<file path="config.mk">
export PLATFORM = sky130hd
export DESIGN_NAME = icf_flags_top
export DESIGN_NICKNAME = d
export VERILOG_FILES = /design/src/design/icf_pkg.sv /design/src/design/icf_flags_top.sv /design/src/design/icf_sync.sv
export SDC_FILE = /design/constraint.sdc
export NUM_CORES = 1
export LEC_CHECK = 0
export BUFFER_PORTS_ARGS = -buffer_cell sky130_fd_sc_hd__buf_4
export CAP_MARGIN = 20
export CORE_ASPECT_RATIO = 0.75
export CORE_MARGIN = 3
export CORE_UTILIZATION = 45
export CTS_BUF_LIST = sky130_fd_sc_hd__clkbuf_8 sky130_fd_sc_hd__clkbuf_16
export DETAILED_ROUTE_END_ITERATION = 12
export PLACE_DENSITY = 0.82
export SETUP_SLACK_MARGIN = 0.3
export SLEW_MARGIN = 20
export SYNTH_ARGS = -nofsm -noshare
export SYNTH_HDL_FRONTEND = slang
export SYNTH_SLANG_ARGS = --single-unit
export TNS_END_PERCENT = 50
</file>
<file path="constraint.sdc">
create_clock -name clk -period 4.98 [get_ports clk]
set_input_delay 0.747 -clock clk [delete_from_list [all_inputs] [get_ports clk]]
set_output_delay 0.747 -clock clk [all_outputs]
set_load 0.005 [all_outputs]
</file>
<file path="src/design/icf_pkg.sv">
// package: constants and types of the i2c bus condition flag block
package icf_pkg;
    // flag register index as printed; byte address is four times it
    localparam logic [27:0] ICF_FLAG_IDX = 28'hFFF_FD8A;
    localparam logic [31:0] ICF_FLAG_ADDR = {2'b00, ICF_FLAG_IDX, 2'b00};
    // further registers of this block
    localparam logic [31:0] ICF_CTRL_ADDR = 32'h3FFF_F640;
    localparam logic [31:0] ICF_STAT_ADDR = 32'h3FFF_F644;
    localparam logic [31:0] ICF_IRQS_ADDR = 32'h3FFF_F648;
    localparam logic [31:0] ICF_IRQM_ADDR = 32'h3FFF_F64C;
    // control register bit positions
    localparam int ICF_CTRL_ENABLE = 0;
    localparam int ICF_CTRL_START = 1;
    localparam int ICF_CTRL_EXIT = 2;
    // status register bit positions
    localparam int ICF_STAT_START = 0;
    localparam int ICF_STAT_STOP = 1;
    localparam int ICF_STAT_ACK = 2;
    localparam int ICF_STAT_SCL = 3;
    localparam int ICF_STAT_SDA = 4;
    localparam int ICF_STAT_ALLOW = 5;
    // bit counter: idle value, ninth clock, reload after a start
    localparam logic [3:0] ICF_CNT_IDLE = 4'hF;
    localparam logic [3:0] ICF_CNT_NINE = 4'h9;
    localparam logic [3:0] ICF_CNT_EIGHT = 4'h8;
    localparam logic [3:0] ICF_CNT_START = 4'h0;
    // synchroniser depth for pin inputs
    localparam int ICF_SYNC_STAGES = 2;
    // pin level after reset: released bus reads high
    localparam logic ICF_PIN_RST = 1'b1;
    // values after reset
    localparam logic [7:0] ICF_FLAG_RST = 8'h00;
    localparam logic [3:0] ICF_IRQ_RST = 4'h0;
    localparam logic [31:0] ICF_RDATA_RST = 32'h0000_0000;

    // flag register layout, bit 7 down to bit 0
    typedef struct packed {
        logic startFail;
        logic busBusy;
        logic [3:0] zero;
        logic initStart;
        logic resvDisable;
    } icf_flag_t;

    // interrupt events, one bit each, same layout in status and mask
    typedef struct packed {
        logic ackDet;
        logic startFail;
        logic stopDet;
        logic startDet;
    } icf_evt_t;

    // apb request as seen by the slave
    typedef struct packed {
        logic psel;
        logic penable;
        logic pwrite;
        logic [31:0] paddr;
        logic [31:0] pwdata;
        logic [3:0] pstrb;
    } icf_apb_req_t;
endpackage

</file>
<file path="src/design/icf_flags_top.sv">
// i2c bus condition flags with apb register access
//
// Functional notes
// RL1: start detection sets start-seen flag; it marks the address period.
// RL2: start-seen clears on stop, next byte first clock, exit, disable, reset.
// RL3: stop detection sets stop-seen flag; the bus is released.
// RL4: stop-seen clears at address first clock after start, disable, reset.
// RL5: flag register is byte and bit accessible; reset makes it zero.
// RL6: bits 7 and 6 read-only; bits 5 to 2 read zero.
// RL7: software writes bits 1 and 0 only while unit is disabled.
// RL8: failed start with reservation disabled sets failure, drops start request.
// RL9: failure flag clears on start request write or disable.
// RL10: busy flag clears on stop detection or disable.
// RL11: busy sets on start detection, or on enable with initial control 0.
// RL12: initial control 0 waits for stop; 1 allows start; start clears it.
// RL13: reservation disable bit: 0 enables, 1 disables reservation.
// RL14: with initial control 1 software checks bus idle before first start.
// RL15: ack flag sets on low data at ninth clock; clears like start-seen.
// RL16: start is data falling with clock high; stop is data rising.
`timescale 1ns/10ps
module icf_flags_top
(
    // clock and reset
    input wire logic clk,
    input wire logic sys_rst,
    // apb slave
    input wire icf_pkg::icf_apb_req_t apbReq,
    output logic [31:0] prdata,
    output logic pready,
    output logic pslverr,
    // i2c pin levels
    input wire logic serialClockPin,
    input wire logic serialDataPin,
    // start generation handshake
    output logic startGo,
    output logic startAllowed,
    // interrupt
    output logic irq
);
    import icf_pkg::*;

    logic sclS, sdaS;
    icf_flag_t flag_r, flag_nxt;
    logic enable_r, enable_nxt, startReq_r, startReq_nxt;
    logic startSeen_r, startSeen_nxt, stopSeen_r, stopSeen_nxt;
    logic ackSeen_r, ackSeen_nxt, addrByte_r, addrByte_nxt;
    logic sclPrev_r, sdaPrev_r, go_r, go_nxt;
    logic [3:0] bitCnt_r, bitCnt_nxt;
    icf_evt_t irqStat_r, irqStat_nxt, irqMask_r, irqMask_nxt;
    icf_evt_t rdClr_r, rdClr_nxt, evt;
    logic [31:0] rdata_r, rdata_nxt;
    logic sclRise, startEv, stopEv, firstClk, ninthClk, disableEv, enableEv;
    logic setupPh, accessPh, wrEn, rdEn, hitFlag, hitCtrl, hitStat;
    logic hitIrqs, hitIrqm, mapped, failEv, goEv, exitEv, startWr;

    // pin synchronisers
    icf_sync #(.RST_VAL(ICF_PIN_RST)) u_sync_scl
    (
        .clk(clk),
        .sys_rst(sys_rst),
        .din(serialClockPin),
        .dout(sclS)
    );
    icf_sync #(.RST_VAL(ICF_PIN_RST)) u_sync_sda
    (
        .clk(clk),
        .sys_rst(sys_rst),
        .din(serialDataPin),
        .dout(sdaS)
    );

    // bus conditions found from synchronised levels
    assign sclRise = enable_r & sclS & ~sclPrev_r;
    assign startEv = enable_r & sclS & sclPrev_r & sdaPrev_r & ~sdaS; // see RL16
    assign stopEv = enable_r & sclS & sclPrev_r & ~sdaPrev_r & sdaS; // see RL16
    assign firstClk = sclRise & (bitCnt_r == ICF_CNT_START
        | bitCnt_r == ICF_CNT_NINE);
    assign ninthClk = sclRise & (bitCnt_r == ICF_CNT_EIGHT);

    // apb decode
    assign setupPh = apbReq.psel & ~apbReq.penable;
    assign accessPh = apbReq.psel & apbReq.penable;
    assign hitFlag = apbReq.paddr == ICF_FLAG_ADDR;
    assign hitCtrl = apbReq.paddr == ICF_CTRL_ADDR;
    assign hitStat = apbReq.paddr == ICF_STAT_ADDR;
    assign hitIrqs = apbReq.paddr == ICF_IRQS_ADDR;
    assign hitIrqm = apbReq.paddr == ICF_IRQM_ADDR;
    assign mapped = hitFlag | hitCtrl | hitStat | hitIrqs | hitIrqm;
    assign wrEn = accessPh & apbReq.pwrite & apbReq.pstrb[0]; // see RL5
    assign rdEn = accessPh & ~apbReq.pwrite;
    assign pready = 1'b1;
    assign pslverr = accessPh & ~mapped;

    // software commands
    assign disableEv = wrEn & hitCtrl & enable_r
        & ~apbReq.pwdata[ICF_CTRL_ENABLE];
    assign enableEv = wrEn & hitCtrl & ~enable_r
        & apbReq.pwdata[ICF_CTRL_ENABLE];
    assign exitEv = wrEn & hitCtrl & enable_r
        & apbReq.pwdata[ICF_CTRL_EXIT];
    assign startWr = wrEn & hitCtrl & enable_r
        & apbReq.pwdata[ICF_CTRL_START];
    // pending start resolves: free bus goes, busy bus fails if not reserved
    assign goEv = startReq_r & enable_r & ~flag_r.busBusy;
    assign failEv = startReq_r & enable_r & flag_r.busBusy
        & flag_r.resvDisable; // see RL8

    // events that raise interrupt status
    always_comb
    begin
        evt.startDet = startEv;
        evt.stopDet = stopEv;
        evt.startFail = failEv;
        evt.ackDet = ninthClk & ~sdaS;
    end

    // next-state of flags, counters and registers
    always_comb
    begin
        flag_nxt = flag_r;
        enable_nxt = enable_r;
        startReq_nxt = startReq_r;
        startSeen_nxt = startSeen_r;
        stopSeen_nxt = stopSeen_r;
        ackSeen_nxt = ackSeen_r;
        addrByte_nxt = addrByte_r;
        bitCnt_nxt = bitCnt_r;
        irqMask_nxt = irqMask_r;
        go_nxt = 1'b0;
        rdClr_nxt = ICF_IRQ_RST;
        rdata_nxt = rdata_r;
        // software writes to control and configuration
        if (wrEn & hitCtrl)
            enable_nxt = apbReq.pwdata[ICF_CTRL_ENABLE];
        if (wrEn & hitIrqm)
            irqMask_nxt = apbReq.pwdata[3:0];
        if (wrEn & hitFlag & ~enable_r)
        begin
            flag_nxt.initStart = apbReq.pwdata[1]; // see RL7
            flag_nxt.resvDisable = apbReq.pwdata[0]; // see RL13
        end
        // bit counting on the serial clock
        if (sclRise & bitCnt_r != ICF_CNT_IDLE)
        begin
            if (bitCnt_r == ICF_CNT_NINE)
            begin
                bitCnt_nxt = 4'h1;
                addrByte_nxt = 1'b0;
            end
            else
                bitCnt_nxt = bitCnt_r + 4'h1;
        end
        // clears first, sets after so a set in the same cycle wins
        if (firstClk & bitCnt_r == ICF_CNT_NINE & addrByte_r)
            startSeen_nxt = 1'b0; // see RL2
        if (firstClk & bitCnt_r == ICF_CNT_START & stopSeen_r)
            stopSeen_nxt = 1'b0; // see RL4
        if (firstClk & bitCnt_r == ICF_CNT_NINE)
            ackSeen_nxt = 1'b0; // see RL15
        if (stopEv | exitEv)
        begin
            startSeen_nxt = 1'b0; // see RL2
            ackSeen_nxt = 1'b0; // see RL15
        end
        if (exitEv)
            bitCnt_nxt = ICF_CNT_IDLE;
        if (startWr)
            flag_nxt.startFail = 1'b0; // see RL9
        if (stopEv)
        begin
            stopSeen_nxt = 1'b1; // see RL3
            flag_nxt.busBusy = 1'b0; // see RL10
            bitCnt_nxt = ICF_CNT_IDLE;
        end
        if (startEv)
        begin
            startSeen_nxt = 1'b1; // see RL1
            flag_nxt.busBusy = 1'b1; // see RL11
            flag_nxt.initStart = 1'b0; // see RL12
            bitCnt_nxt = ICF_CNT_START;
            addrByte_nxt = 1'b1;
        end
        if (ninthClk & ~sdaS)
            ackSeen_nxt = 1'b1; // see RL15
        if (enableEv & ~flag_r.initStart)
            flag_nxt.busBusy = 1'b1; // see RL11
        // start request: resolved once, then handed on or failed
        if (goEv)
        begin
            startReq_nxt = 1'b0;
            go_nxt = 1'b1; // see RL12
        end
        if (failEv)
        begin
            startReq_nxt = 1'b0; // see RL8
            flag_nxt.startFail = 1'b1; // see RL8
        end
        if (startWr)
            startReq_nxt = 1'b1;
        // operation stop clears bus flags, failure, busy, request and bit count; bits 1 and 0 and irq state kept
        if (disableEv)
        begin
            startSeen_nxt = 1'b0; // see RL2
            stopSeen_nxt = 1'b0; // see RL4
            ackSeen_nxt = 1'b0; // see RL15
            flag_nxt.startFail = 1'b0; // see RL9
            flag_nxt.busBusy = 1'b0; // see RL10
            startReq_nxt = 1'b0;
            bitCnt_nxt = ICF_CNT_IDLE;
        end
        flag_nxt.zero = 4'h0; // see RL6
        // read data captured in setup, status bits marked for clear
        if (setupPh & ~apbReq.pwrite)
        begin
            rdata_nxt = ICF_RDATA_RST;
            if (hitFlag)
                rdata_nxt[7:0] = flag_r; // see RL6
            if (hitCtrl)
            begin
                rdata_nxt[ICF_CTRL_ENABLE] = enable_r;
                rdata_nxt[ICF_CTRL_START] = startReq_r;
            end
            if (hitStat)
            begin
                rdata_nxt[ICF_STAT_START] = startSeen_r;
                rdata_nxt[ICF_STAT_STOP] = stopSeen_r;
                rdata_nxt[ICF_STAT_ACK] = ackSeen_r;
                rdata_nxt[ICF_STAT_SCL] = sclS;
                rdata_nxt[ICF_STAT_SDA] = sdaS;
                rdata_nxt[ICF_STAT_ALLOW] = enable_r & ~flag_r.busBusy;
            end
            if (hitIrqs)
                rdata_nxt[3:0] = irqStat_r;
            if (hitIrqm)
                rdata_nxt[3:0] = irqMask_r;
        end
        if (setupPh & ~apbReq.pwrite & hitIrqs)
            rdClr_nxt = irqStat_r;
        // read clears only bits that were returned; new events win
        irqStat_nxt = irqStat_r;
        if (rdEn & hitIrqs)
            irqStat_nxt = irqStat_r & ~rdClr_r;
        irqStat_nxt = irqStat_nxt | evt;
    end

    // registers
    always_ff @(posedge clk)
    begin
        if (sys_rst)
        begin
            flag_r <= ICF_FLAG_RST; // see RL5
            enable_r <= 1'b0;
            startReq_r <= 1'b0;
            startSeen_r <= 1'b0;
            stopSeen_r <= 1'b0;
            ackSeen_r <= 1'b0;
            addrByte_r <= 1'b0;
            bitCnt_r <= ICF_CNT_IDLE;
            sclPrev_r <= ICF_PIN_RST;
            sdaPrev_r <= ICF_PIN_RST;
            go_r <= 1'b0;
            irqStat_r <= ICF_IRQ_RST;
            irqMask_r <= ICF_IRQ_RST;
            rdClr_r <= ICF_IRQ_RST;
            rdata_r <= ICF_RDATA_RST;
        end
        else
        begin
            flag_r <= flag_nxt;
            enable_r <= enable_nxt;
            startReq_r <= startReq_nxt;
            startSeen_r <= startSeen_nxt;
            stopSeen_r <= stopSeen_nxt;
            ackSeen_r <= ackSeen_nxt;
            addrByte_r <= addrByte_nxt;
            bitCnt_r <= bitCnt_nxt;
            sclPrev_r <= sclS;
            sdaPrev_r <= sdaS;
            go_r <= go_nxt;
            irqStat_r <= irqStat_nxt;
            irqMask_r <= irqMask_nxt;
            rdClr_r <= rdClr_nxt;
            rdata_r <= rdata_nxt;
        end
    end

    // outputs
    assign prdata = rdata_r;
    assign startGo = go_r;
    assign startAllowed = enable_r & ~flag_r.busBusy; // see RL12
    assign irq = |(irqStat_r & irqMask_r);

    // assertions
    property p_start_sets; // see RL1
        @(posedge clk) disable iff (sys_rst) startEv & ~disableEv |=> startSeen_r;
    endproperty
    a_start_sets: assert property (p_start_sets)
        else $error("start seen not set after start");

    property p_stop_clears_start; // see RL2
        @(posedge clk) disable iff (sys_rst)
            stopEv & ~startEv & ~disableEv |=> ~startSeen_r && stopSeen_r;
    endproperty
    a_stop_clears_start: assert property (p_stop_clears_start)
        else $error("stop did not clear start seen");

    property p_stop_sets; // see RL3
        @(posedge clk) disable iff (sys_rst)
            stopEv & ~disableEv |=> stopSeen_r ##1 stopSeen_r | ~enable_r
            | $past(firstClk);
    endproperty
    a_stop_sets: assert property (p_stop_sets)
        else $error("stop seen not held");

    property p_disable_clears; // see RL4
        @(posedge clk) disable iff (sys_rst) disableEv |=>
            ~stopSeen_r && ~startSeen_r && ~ackSeen_r && ~flag_r.busBusy;
    endproperty
    a_disable_clears: assert property (p_disable_clears)
        else $error("disable left a flag set");

    property p_reset_zero; // see RL5
        @(posedge clk) sys_rst |=> flag_r == ICF_FLAG_RST && irq == 1'b0;
    endproperty
    a_reset_zero: assert property (p_reset_zero)
        else $error("flag register not zero after reset");

    property p_ro_bits; // see RL6
        @(posedge clk) disable iff (sys_rst) wrEn & hitFlag & ~failEv
            & ~startWr & ~startEv & ~stopEv & ~enableEv |=>
            flag_r.zero == 4'h0 && $stable(flag_r.startFail)
            && $stable(flag_r.busBusy);
    endproperty
    a_ro_bits: assert property (p_ro_bits)
        else $error("read-only flag bits changed by write");

    property p_fail_sets; // see RL8
        @(posedge clk) disable iff (sys_rst)
            failEv & ~disableEv & ~startWr |=> flag_r.startFail && ~startReq_r
            && ~startGo;
    endproperty
    a_fail_sets: assert property (p_fail_sets)
        else $error("start failure not flagged");

    property p_fail_clears; // see RL9
        @(posedge clk) disable iff (sys_rst)
            (startWr | disableEv) & ~failEv |=> ~flag_r.startFail;
    endproperty
    a_fail_clears: assert property (p_fail_clears)
        else $error("start failure not cleared");

    property p_busy_on_enable; // see RL11
        @(posedge clk) disable iff (sys_rst)
            enableEv & ~flag_r.initStart |=> flag_r.busBusy && ~startAllowed;
    endproperty
    a_busy_on_enable: assert property (p_busy_on_enable)
        else $error("bus not busy after enable");

    property p_init_clear; // see RL12
        @(posedge clk) disable iff (sys_rst) startEv |=> ~flag_r.initStart;
    endproperty
    a_init_clear: assert property (p_init_clear)
        else $error("initial start control not cleared by start");

    property p_ack_sets; // see RL15
        @(posedge clk) disable iff (sys_rst)
            ninthClk & ~sdaS & ~disableEv |=> ackSeen_r;
    endproperty
    a_ack_sets: assert property (p_ack_sets)
        else $error("ack not detected at ninth clock");

    c_start_stop: cover property (@(posedge clk) disable iff (sys_rst)
        startEv ##[1:1000] stopEv);
    c_fail: cover property (@(posedge clk) disable iff (sys_rst) failEv);
    c_go: cover property (@(posedge clk) disable iff (sys_rst) startGo);
    c_irq_read: cover property (@(posedge clk) disable iff (sys_rst)
        irq ##1 rdEn & hitIrqs);
endmodule

</file>
<file path="src/design/icf_sync.sv">
// two-flop synchroniser for one pin input
`timescale 1ns/10ps
module icf_sync
#(
    parameter logic RST_VAL = 1'b1
)
(
    // clock and reset
    input wire logic clk,
    input wire logic sys_rst,
    // asynchronous level in, synchronised level out
    input wire logic din,
    output logic dout
);
    logic stage1_r;
    logic stage2_r;

    // first stage feeds only the second
    always_ff @(posedge clk)
    begin
        if (sys_rst)
        begin
            stage1_r <= RST_VAL;
            stage2_r <= RST_VAL;
        end
        else
        begin
            stage1_r <= din;
            stage2_r <= stage1_r;
        end
    end

    assign dout = stage2_r;
endmodule

</file>
==> flow_metrics.env <==
export IMPL_run_status="finished clean"
export IMPL_synth_xor_area_share_pct=0
export IMPL_route_detailed_drc=0
export IMPL_reg2reg_to="ackSeen_r"
export IMPL_synth_edf_count=0
export IMPL_met3_usage_pct=5.686
export IMPL_setup_tns_final_ps=0
export IMPL_die_h_um=66.65
export IMPL_post_route_period_util_pct=59.98
export IMPL_start_kind="primary input"
export IMPL_drt_iter0_drc=272
export IMPL_antenna_found_initial=0
export IMPL_fmax_mhz=334.8
export IMPL_cap_violations=0
export IMPL_yosys_top_cells_area="dfxtp_1, buf_4, nand4_1, a21oi_1, mux2i_1"
export IMPL_finalHoldViolCount=0
export IMPL_yosys_top_cells_count="dfxtp_1, buf_4, nand2_1"
export IMPL_critPathArrivalTime_ps=2240
export IMPL_antenna_left=0
export IMPL_rrSetupSlack_ps=3120
export IMPL_use_met2_pct=26.80
export IMPL_ys_ff_latch=41
export IMPL_totalWireLength_um=5175
export IMPL_cts_setup_buffers=0
export IMPL_tightest_slew_ps=704.2
export IMPL_cp_max_fo=9
export IMPL_grt_pass1_wl_um=8114
export IMPL_globalRoute_totalOverflow=0
export IMPL_crit_start="apbReq[47]"
export IMPL_maxSlewViolCount=0
export IMPL_synthMuxAreaShare_pct=3.628
export IMPL_synth_top_area_cell="dfxtp_1"
export IMPL_rsz0062_at_grt="no"
export IMPL_cts_buffers=5
export IMPL_dr_pass1_iters=4
export IMPL_synthCells=260
export IMPL_p_leak_nw=1.155
export IMPL_rr_startpoint="enable_r"
export IMPL_critical_path_class="in -> out"
export IMPL_path_clk_slew_ps=70
export IMPL_netlist_area_um2=2207
export IMPL_avgSynthCellArea_um2=8.489
export IMPL_yosys_warnings=0
export IMPL_grt_max_degree=32
export IMPL_synth_most_common_cell="dfxtp_1"
export IMPL_gp_congestion=0.8706
export IMPL_track_usage_pct=17.82
export IMPL_drive_above_1_share_pct=25.08
export IMPL_synth_simple_area_share_pct=29.71
export IMPL_num_vias=2004
export IMPL_layout_nets=386
export IMPL_io_pins=112
export IMPL_synth_top_family_by_area="simple AND/OR/NAND/NOR gates"
export IMPL_tritoncts="built"
export IMPL_grt_use_met1_pct=24.53
export IMPL_coreArea_um2=4598
export IMPL_ys_types=49
export IMPL_num_rows=21
export IMPL_cts_root_buf="clkbuf_8"
export IMPL_slew_limit_headroom_pct=52.62
export IMPL_wl_per_cell_um=14.06
export IMPL_worstSetupEndpoint="pslverr"
export IMPL_area_growth_pct=19.16
export IMPL_setup_viol=0
export IMPL_die_w_um=86.87
export IMPL_cts_max_path_buffers=2
export IMPL_cp_end_kind="output port"
export IMPL_numClockSinks=41
export IMPL_fin_crit_ps=2987
export IMPL_cts_resized=0
export IMPL_netlist_area_leader_share_pct=37.19
export IMPL_busiest_layer="met2"
export IMPL_hold_class="reg -> reg"
export IMPL_initial_core_util_pct=48.00
export IMPL_synthArstFlopShare_pct=0
export IMPL_antenna_cells=0
export IMPL_routed_via_density=5.446
export IMPL_clock_skew_ps=6.439
export IMPL_fp_dieArea_um2=5790
export IMPL_synth_adder_area_share_pct=0
export IMPL_crit_required_ps=4230
export IMPL_synth_compound_area_share_pct=17.06
export IMPL_ys_flop_type="dfxtp_1"
export IMPL_final_core_util_pct=57.20
export IMPL_worstRegToRegCells=5
export IMPL_portBuffers=55
export IMPL_grt_pass1_vias=1768
export IMPL_hpwlAfterDp_um=3903
export IMPL_seq_area_frac_synth_pct=37.19
export IMPL_ir_worst_vdd_mv=0.2074
export IMPL_power_per_cell_area_nw_per_um2=226.7
export IMPL_h_tree_depth=2
export IMPL_hold_buffers=0
export IMPL_worstSkewPairLatency_ps=290
## area by class of cell
| cell class | count | area (um2) |
|---|---|---|
| fill | 428 | 1968 |
| clock inverter | 2 | 12.51 |
| multi-input combinational | 198 | 1206 |
| sequential | 41 | 820.8 |
| inverter | 10 | 37.54 |
| timing repair buffer | 55 | 412.9 |
| clock buffer | 5 | 68.82 |
| tap | 57 | 71.32 |
## where the power goes
| group | switching [mW] | internal, mW | total, mW | leakage, nW |
|---|---|---|---|---|
| clock | 0.113 | 0.0950 | 0.208 | 0.0454 |
| combinational | 0.0271 | 0.0296 | 0.0568 | 0.778 |
| sequential | 0.00164 | 0.329 | 0.331 | 0.331 |
| total | 0.142 | 0.454 | 0.596 | 1.15 |
## state kept, by name, summed over array words and instances, names as in the netlist, 4 cells and up
register   count
prdata         8
irqStat_r      4
rdClr_r        4
bitCnt_r       4
irqMask_r      4
flag_r         4
## cells in the final DEF, fill, tap and decap left out, types with 3 or more instances in the layout
master    Yosys  layout
inv_1        10      11
dfxtp_1      41      41
nor2_1       19      19
nand2b_1      4       4
nand4_1      15      15
nand2_1      20      20
nor3_1        4       4
o21ai_0      10      10
nor2b_1       5       5
a21oi_1      17      17
buf_4        25      55
or2_2         8       8
o31ai_1       5       5
mux2i_1       8       8
conb_1        2      25
and2_1        7       7
nand3_1       7       7
a31oi_1       3       3
clkbuf_8      0       5
a22oi_1       4       4
## through the flow
step           hold slack (ps)  area, um2  cells  worst slack [ps]  power, mW
3_3_place_gp             395.3       2549    361              2028     0.3940
2_1_floorplan            389.5       2293    283              2271     0.3760
4_1_cts                  430.5       2630    368              2015     0.6000
6_report                 423.2       2630    368              1993     0.5963
5_1_grt                  432.4       2630    368              1935     0.6236
3_5_place_dp             409.7       2549    361              2014     0.3948
## per-layer routing
metal | share of wire (%) | wire (um)
met3 | 9.7 | 502
met2 | 44 | 2274
met1 | 45 | 2334
met5 | 0 | 0
met4 | 1.2 | 63
## cell families after synthesis
group,count (synthesis)
simple gates,109
other cells,2
mux,8
buf+inv,44
flops,41
compound gates,56
## worst max-delay path, cell delays in order
cell       delay, ps
buf_4            100
nand4bb_1        220
nor4_4           520
and2_1           280
o21ai_0          100
nor2b_1          140
buf_4            130
## worst min path at each step
stage                                    from  slack (ps)              end  depth (start not counted)
after global routing      u_sync_scl.stage1_r         430  u_sync_scl.dout                          1
after global placement    u_sync_scl.stage1_r         400  u_sync_scl.dout                          1
after CTS                 u_sync_scl.stage1_r         430  u_sync_scl.dout                          1
final                     u_sync_scl.stage1_r         420  u_sync_scl.dout                          1
after detailed placement  u_sync_scl.stage1_r         410  u_sync_scl.dout                          1
after floorplan           u_sync_scl.stage1_r         390  u_sync_scl.dout                          1
(Power assumes the default switching activity.)
